## config.mk

```make
export PLATFORM = sky130hd
export DESIGN_NAME = system_control_mid_fields
export DESIGN_NICKNAME = d
export VERILOG_FILES = /design/src/design/sysctl_pkg.sv /design/src/design/system_control_mid_fields.sv
export VERILOG_INCLUDE_DIRS = /design/src /design/src/design
export SDC_FILE = /design/constraint.sdc
export NUM_CORES = 1
export LEC_CHECK = 0
export ABC_AREA = 1
export BUFFER_PORTS_ARGS = -buffer_cell sky130_fd_sc_hd__buf_2
export CELL_PAD_IN_SITES_DETAIL_PLACEMENT = 1
export CELL_PAD_IN_SITES_GLOBAL_PLACEMENT = 1
export CORE_MARGIN = 4
export CORE_UTILIZATION = 30
export DETAILED_ROUTE_END_ITERATION = 10
export PLACE_DENSITY_LB_ADDON = 0.1
export REMOVE_ABC_BUFFERS = 1
export SKIP_LAST_GASP = 1
export SLEW_MARGIN = 10
export SYNTH_ARGS = -nofsm -noshare
export SYNTH_HDL_FRONTEND = slang
export SYNTH_SLANG_ARGS = --single-unit
export TNS_END_PERCENT = 10
```

## constraint.sdc

```tcl
create_clock -name clk -period 2.55 [get_ports clk]
set_clock_uncertainty 0.15 [all_clocks]
set_input_delay 0.1275 -clock clk [delete_from_list [all_inputs] [get_ports clk]]
set_output_delay 0.1275 -clock clk [all_outputs]
set_load 0.02 [all_outputs]
```

## src/design/sysctl_map.svh

```systemverilog
`ifndef SYSCTL_MAP_SVH
`define SYSCTL_MAP_SVH
`define OFS_SYSTEM_CONTROL 8'h00
`define OFS_IRQ_STATUS 8'h04
`define OFS_IRQ_MASK 8'h08
`define BIT_PROT_DIS 21
`define BIT_REDUCED_VIDEO 20
`define BIT_BURST_DN 15
`define BIT_BURST_UP 14
`define BIT_ACTIVITY 13
`define BIT_ONE_RSVD 12
`define BIT_SHIFT 11
`define BIT_UP 10
`define BIT_DOWN 9
`define BIT_INTERROGATE 8
`define BIT_POWER_SAVE 6
`define BIT_ID_LOCK 5
`define IRQ_ACTIVITY 0
`define IRQ_POWER_DONE 1
`define IRQ_INTERROGATE_DONE 2
`define RST_BURST_DN 1'h1
`define RST_BURST_UP 1'h0
`define RST_POWER_SAVE 1'h1
`define RST_ID_LOCK 1'h1
`endif

```

## src/design/sysctl_pkg.sv

```systemverilog
package sysctl_pkg;
  typedef enum logic [1:0] {
    PWR_IDLE,
    PWR_SHIFT,
    PWR_SETTLE
  } pwr_state_t;
  typedef struct packed {
    pwr_state_t pwr;
    logic settle_up;
  } seq_t;
  typedef struct packed {
    logic up;
    logic down;
    logic interrogate;
  } ctx_t;
  typedef struct packed {
    logic prot_dis;
    logic reduced_video;
    logic burst_dn;
    logic burst_up;
    logic power_save;
    logic id_lock;
    logic activity;
  } glob_t;
  typedef struct packed {
    logic aw_ok;
    logic w_ok;
    logic [7:0] awaddr;
    logic [31:0] wdata;
    logic [3:0] wstrb;
    logic bvalid;
    logic [1:0] bresp;
    logic rvalid;
    logic [31:0] rdata;
    logic [1:0] rresp;
    logic [2:0] irq_status;
    logic [2:0] irq_mask;
  } bus_t;
endpackage

```

## src/design/system_control_mid_fields.sv

```systemverilog
// The register offsets and the AXI4-Lite interface to the registers are this design's own decisions.
`include "sysctl_map.svh"
module system_control_mid_fields (
  input wire logic clk,
  input wire logic sys_rst,
  input wire logic global_reset_n,
  input wire logic wake_enable,
  input wire logic card_access,
  input wire logic power_req,
  input wire logic power_req_up,
  input wire logic power_shift_done,
  input wire logic power_delay_done,
  input wire logic interrogate_start,
  input wire logic interrogate_done,
  input wire logic [7:0] s_axi_awaddr,
  input wire logic s_axi_awvalid,
  output logic s_axi_awready,
  input wire logic [31:0] s_axi_wdata,
  input wire logic [3:0] s_axi_wstrb,
  input wire logic s_axi_wvalid,
  output logic s_axi_wready,
  output logic [1:0] s_axi_bresp,
  output logic s_axi_bvalid,
  input wire logic s_axi_bready,
  input wire logic [7:0] s_axi_araddr,
  input wire logic s_axi_arvalid,
  output logic s_axi_arready,
  output logic [31:0] s_axi_rdata,
  output logic [1:0] s_axi_rresp,
  output logic s_axi_rvalid,
  input wire logic s_axi_rready,
  output logic supply_protect_disable,
  output logic reduced_video_enable,
  output logic read_burst_down_en,
  output logic read_burst_up_en,
  output logic low_power_mode_en,
  output logic id_write_lock,
  output logic power_shift_in_progress,
  output logic irq
);
  sysctl_pkg::glob_t glob, next_glob;
  sysctl_pkg::ctx_t ctx, next_ctx;
  sysctl_pkg::seq_t seq, next_seq;
  sysctl_pkg::bus_t bus, next_bus;
  logic glob_rst;
  logic ctx_rst;
  logic [31:0] sc_word;

  // Global reset is active low; bus reset clears wake context without wake.
  assign glob_rst = ~global_reset_n;
  assign ctx_rst = ~global_reset_n | (sys_rst & ~wake_enable);

  function automatic logic [31:0] compose(input sysctl_pkg::glob_t g,
      input sysctl_pkg::ctx_t c, input sysctl_pkg::seq_t s);
    logic [31:0] v;
    v = 32'h0;
    v[`BIT_PROT_DIS] = g.prot_dis;
    v[`BIT_REDUCED_VIDEO] = g.reduced_video;
    v[`BIT_BURST_DN] = g.burst_dn;
    v[`BIT_BURST_UP] = g.burst_up;
    v[`BIT_ACTIVITY] = g.activity;
    v[`BIT_ONE_RSVD] = 1'b1;
    v[`BIT_SHIFT] = s.pwr != sysctl_pkg::PWR_IDLE;
    v[`BIT_UP] = c.up;
    v[`BIT_DOWN] = c.down;
    v[`BIT_INTERROGATE] = c.interrogate;
    v[`BIT_POWER_SAVE] = g.power_save;
    v[`BIT_ID_LOCK] = g.id_lock;
    return v;
  endfunction

  assign sc_word = compose(glob, ctx, seq);

  // Power sequencing and interrogation tracking.
  always_comb begin
    next_ctx = ctx;
    next_seq = seq;
    case (seq.pwr)
      sysctl_pkg::PWR_IDLE: begin
        if (power_req) begin
          next_seq.pwr = sysctl_pkg::PWR_SHIFT;
          next_seq.settle_up = power_req_up;
        end
      end
      sysctl_pkg::PWR_SHIFT: begin
        if (power_shift_done) begin
          next_seq.pwr = sysctl_pkg::PWR_SETTLE;
          next_ctx.up = seq.settle_up;
          next_ctx.down = ~seq.settle_up;
        end
      end
      sysctl_pkg::PWR_SETTLE: begin
        if (power_delay_done) begin
          next_seq.pwr = sysctl_pkg::PWR_IDLE;
          next_ctx.up = 1'b0;
          next_ctx.down = 1'b0;
        end
      end
      default: next_seq.pwr = sysctl_pkg::PWR_IDLE;
    endcase
    if (interrogate_start) begin
      next_ctx.interrogate = 1'b1;
    end else if (interrogate_done) begin
      next_ctx.interrogate = 1'b0;
    end
  end

  always_ff @(posedge clk or posedge ctx_rst) begin
    if (ctx_rst) begin
      ctx <= '{1'b0, 1'b0, 1'b0};
    end else begin
      ctx <= next_ctx;
    end
  end

  // The power-shift sequencer state survives an ordinary bus reset.
  always_ff @(posedge clk or posedge glob_rst) begin
    if (glob_rst) begin
      seq <= '{sysctl_pkg::PWR_IDLE, 1'b0};
    end else begin
      seq <= next_seq;
    end
  end

  // Bus slave and writable fields.
  always_comb begin
    logic [2:0] ev;
    ev = 3'h0;
    next_bus = bus;
    next_glob = glob;
    if (s_axi_awvalid && !bus.aw_ok) begin
      next_bus.aw_ok = 1'b1;
      next_bus.awaddr = s_axi_awaddr;
    end
    if (s_axi_wvalid && !bus.w_ok) begin
      next_bus.w_ok = 1'b1;
      next_bus.wdata = s_axi_wdata;
      next_bus.wstrb = s_axi_wstrb;
    end
    if (bus.bvalid && s_axi_bready) begin
      next_bus.bvalid = 1'b0;
    end
    if (bus.rvalid && s_axi_rready) begin
      next_bus.rvalid = 1'b0;
    end
    if (bus.aw_ok && bus.w_ok && !bus.bvalid) begin
      next_bus.aw_ok = 1'b0;
      next_bus.w_ok = 1'b0;
      next_bus.bvalid = 1'b1;
      next_bus.bresp = 2'h0;
      case (bus.awaddr)
        `OFS_SYSTEM_CONTROL: begin
          // Only writable fields update; status and reserved bits ignore it.
          if (bus.wstrb[2]) begin
            next_glob.prot_dis = bus.wdata[`BIT_PROT_DIS];
            next_glob.reduced_video = bus.wdata[`BIT_REDUCED_VIDEO];
          end
          if (bus.wstrb[1]) begin
            next_glob.burst_dn = bus.wdata[`BIT_BURST_DN];
            next_glob.burst_up = bus.wdata[`BIT_BURST_UP];
          end
          if (bus.wstrb[0]) begin
            next_glob.power_save = bus.wdata[`BIT_POWER_SAVE];
            next_glob.id_lock = bus.wdata[`BIT_ID_LOCK];
          end
        end
        `OFS_IRQ_STATUS: begin
          if (bus.wstrb[0]) begin
            next_bus.irq_status = bus.irq_status & ~bus.wdata[2:0];
          end
        end
        `OFS_IRQ_MASK: begin
          if (bus.wstrb[0]) begin
            next_bus.irq_mask = bus.wdata[2:0];
          end
        end
        default: next_bus.bresp = 2'h2;
      endcase
    end
    if (s_axi_arvalid && !bus.rvalid) begin
      next_bus.rvalid = 1'b1;
      next_bus.rresp = 2'h0;
      case (s_axi_araddr)
        `OFS_SYSTEM_CONTROL: begin
          next_bus.rdata = sc_word;
          next_glob.activity = 1'b0;
        end
        `OFS_IRQ_STATUS: next_bus.rdata = {29'h0, bus.irq_status};
        `OFS_IRQ_MASK: next_bus.rdata = {29'h0, bus.irq_mask};
        default: begin
          next_bus.rdata = 32'h0;
          next_bus.rresp = 2'h2;
        end
      endcase
    end
    // Set wins over clear for every hardware-set flag.
    if (card_access) begin
      next_glob.activity = 1'b1;
    end
    ev[`IRQ_ACTIVITY] = card_access;
    ev[`IRQ_POWER_DONE] = seq.pwr == sysctl_pkg::PWR_SETTLE
      && power_delay_done;
    ev[`IRQ_INTERROGATE_DONE] = ctx.interrogate && interrogate_done;
    next_bus.irq_status = next_bus.irq_status | ev;
  end

  always_ff @(posedge clk or posedge glob_rst) begin
    if (glob_rst) begin
      glob <= '{1'b0, 1'b0, `RST_BURST_DN, `RST_BURST_UP,
        `RST_POWER_SAVE, `RST_ID_LOCK, 1'b0};
    end else begin
      glob <= next_glob;
    end
  end

  always_ff @(posedge clk or posedge sys_rst) begin
    if (sys_rst) begin
      bus <= '0;
    end else begin
      bus <= next_bus;
    end
  end

  assign s_axi_awready = ~bus.aw_ok;
  assign s_axi_wready = ~bus.w_ok;
  assign s_axi_bvalid = bus.bvalid;
  assign s_axi_bresp = bus.bresp;
  assign s_axi_arready = ~bus.rvalid;
  assign s_axi_rvalid = bus.rvalid;
  assign s_axi_rdata = bus.rdata;
  assign s_axi_rresp = bus.rresp;
  assign supply_protect_disable = glob.prot_dis;
  assign reduced_video_enable = glob.reduced_video;
  assign read_burst_down_en = glob.burst_dn;
  assign read_burst_up_en = glob.burst_up;
  assign low_power_mode_en = glob.power_save;
  assign id_write_lock = glob.id_lock;
  assign power_shift_in_progress = sc_word[`BIT_SHIFT];
  assign irq = |(bus.irq_status & bus.irq_mask);
endmodule

```

==> flow_summary_export.csv <==
group,metric,value,unit
final_layout,layout_commonest_cell,"nand2_1",
pwr,irDropWorstVdd,310,µV
cts,postCtsSetupBuffers,0,
min_path,hp-class,"in -> reg",
detailed_routing,post_drt_wl_per_cell,12.6,µm
timing,rsz0062_at_grt,"no",
timing,maxSlewHeadroom,64.2,%
timing,setup_viol,0,
die,placeableCoreArea,0.00937,mm²
die,initial_utilization,31.2,%
logic_synthesis,syn_area,0.00293,mm²
final_layout,area_delta_synth_final,30.8,%
detailed_routing,num_vias,2336,
timing,report.final.slew_viol_count,0,
setup_path,worstPathMaxFanout,5,
detailed_routing,route.detailed.drc,0,
detailed_routing,met3_wirelength,316,µm
timing,hold_violations,0,
cts,holdBufCountCts,34,
global_route,grt_max_degree,27,
detailed_routing,wl,6990,µm
setup_path,endpoint_kind,"flop",
final_layout,n_antenna_cell,0,
final_layout,fin_area,0.00383,mm²
pwr,power,3.16,mW
pwr,p_leak,2.07,nW
cts,clock_sinks,60,
cts,htreeDepth,3,
cts,cts_resized,0,
die,design.die.area,0.0114,mm²
die,die_x,107,µm
global_route,grt_overflow,0,
global_route,first_global_vias,2404,
global_route,antenna_found_initial,0,
min_path,hp-start,"s_axi_araddr[0]",
placed_design,placed_cells,505,
detailed_routing,met1Wirelength,3150,µm
detailed_routing,viasPerCell,4.21,
pwr,p_per_area,827,mW/mm²
logic_synthesis,ys_ff_latch,60,
cts,cts_tree,"built",
logic_synthesis,post_synth_num_cell_types,28,
detailed_routing,first_iter_violations,66,
final_layout,drive_gt1_share,30.3,%
cts,clk_pin_slew,0.08,ns
detailed_routing,ant_nets,0,
logic_synthesis,yosysSeqAreaShare,51.5,%
die,io-pin-count,117,
die,fp-row-count,35,
global_route,grt_pass1_wl,11700,µm
logic_synthesis,yosys_warnings,0,
cts,root_buffer,"clkbuf_8",
detailed_routing,drt_first_pass_iters,4,
detailed_routing,wl_met2,3460,µm
timing,tns,0,ns
cts,cts_buffer_depth,2,
placed_design,dpl-instance-area,0.00325,mm²
placed_design,gp_congestion,0.740,
timing,timing.final.crit_share,71.0,%
setup_path,reg2reg_from,"seq[2]",
cts,cts_inserted_buffers,9,
outcome,status,"finished clean",
final_layout,nets,489,
timing,worstMarginPinSlew,0.536,ns
detailed_routing,top_layer_used,"met4",
final_layout,finalNonFillerCells,555,
placed_design,dp_hpwl,5090,µm
timing,min_period,1.81,ns
global_route,grtUsageTotal,13.1,%
setup_path,start_kind,"flop",
setup_path,worst_ep_arrival_time,1.87,ns
logic_synthesis,synth_cells,323,
setup_path,critical_path_class,"reg -> reg",
setup_path,worstPathRequired,2.61,ns
final_layout,final_cell_mix,"84 x nand2_1, 73 x buf_2, 57 x dfrtp_1",
setup_path,reg2reg_setup_slack,0.74,ns
logic_synthesis,synth.avg_cell_area,9.06,µm²
die,die_h,107,µm
run,maxCapViolCount,0,
cts,insertion_delay,0.33,ns
timing,max_freq,552,MHz
setup_path,startpoint,"seq[2]",
placed_design,port_buffers,73,
[through the flow]
stage | utilization [%] | setup slack (ns) | hold WS, ns
after floorplan | - | 1.12 | -0.318
after global placement | 34.7 | 1.08 | -0.124
after detailed placement | 34.7 | 1.07 | -0.121
after CTS | 40.8 | 0.738 | 0.00824
after global routing | 40.8 | 0.608 | 0.0370
final | 40.8 | 0.739 | 0.0106
[per-layer routing]
| metal | GRT usage [%] | up-vias |
|---|---|---|
| met1 | 16.4 | 1124 |
| met4 | 4.93 | 0 |
| met3 | 2.83 | 6 |
| li1 | - | 1155 |
| met5 | 0 | - |
| met2 | 22.0 | 51 |
[critical path: stages, from the launching register on]
cell and delay (ns):
dfrtp_1 0.43, nor2_2 0.16, nand2_1 0.10, mux2_1 0.31, dlygate4sd3_1 0.55
[synthesized netlist by cell type]
cell      instances  area [µm²]
nand3_1          26         130
buf_2             1        5.00
o22ai_1           1        6.26
o21a_1            1        7.51
inv_1            31         116
o211ai_1          1        7.51
buf_4            39         293
mux2_2            9         101
o21ai_2           4        35.0
nor2_2            4        25.0
nor2_8            1        20.0
mux2_1            1        11.3
a21oi_1          11        55.1
o21ai_0           6        30.0
nand2_2           5        31.3
nand3_2           3        30.0
nand2_1          84         315
conb_1            1        3.75
nor2_4            4        45.0
dfstp_2           3        78.8
dfrtp_1          57        1430
nand3_4           1        17.5
nand2_4           2        22.5
inv_2             2        7.51
nor2_1           22        82.6
o21bai_1          1        7.51
nand4_1           1        6.26
o31ai_1           1        7.51
[logic make-up after synthesis]
family	after synthesis	share of synthesized area [%]
AO/OA/AOI/OAI	26	5.35
buffers and inverters	73	14.4
flip-flops	60	51.5
multiplexers	10	3.85
other	1	0.128
AND/OR/NAND/NOR	153	24.8
[power breakdown]
part	internal [mW]	switching, mW	total, mW
Sequential	1.19	0.132	1.32
Clock	0.632	0.380	1.01
Combinational	0.324	0.508	0.832
[flip-flops by register name (all words and copies together) (netlist names), 3 cells and up]
name / cells
ctx: 3
s_axi_rdata: 15
bus: 28
seq: 3
[cell type report]
type	instances	area (µm²)
multi-input cells	208	1070
fillers	1137	5550
flip-flops and latches	60	1510
clock inverters	3	67.6
clock buffers	13	169
repair buffers	109	733
well taps	129	161
inverters	33	124
[worst paths after layout]
| path | endpoint | cells past startpoint |
|---|---|---|
| min | s_axi_rresp[1] | 5 |
| max reg2reg | seq[0] | 4 |
| min reg2reg | glob[0] | 2 |
| min in group asynchronous | glob[0] | 2 |
| max in group asynchronous | bus[68] | 4 |
| max | seq[0] | 4 |
Power figures use the tool's default switching activity.
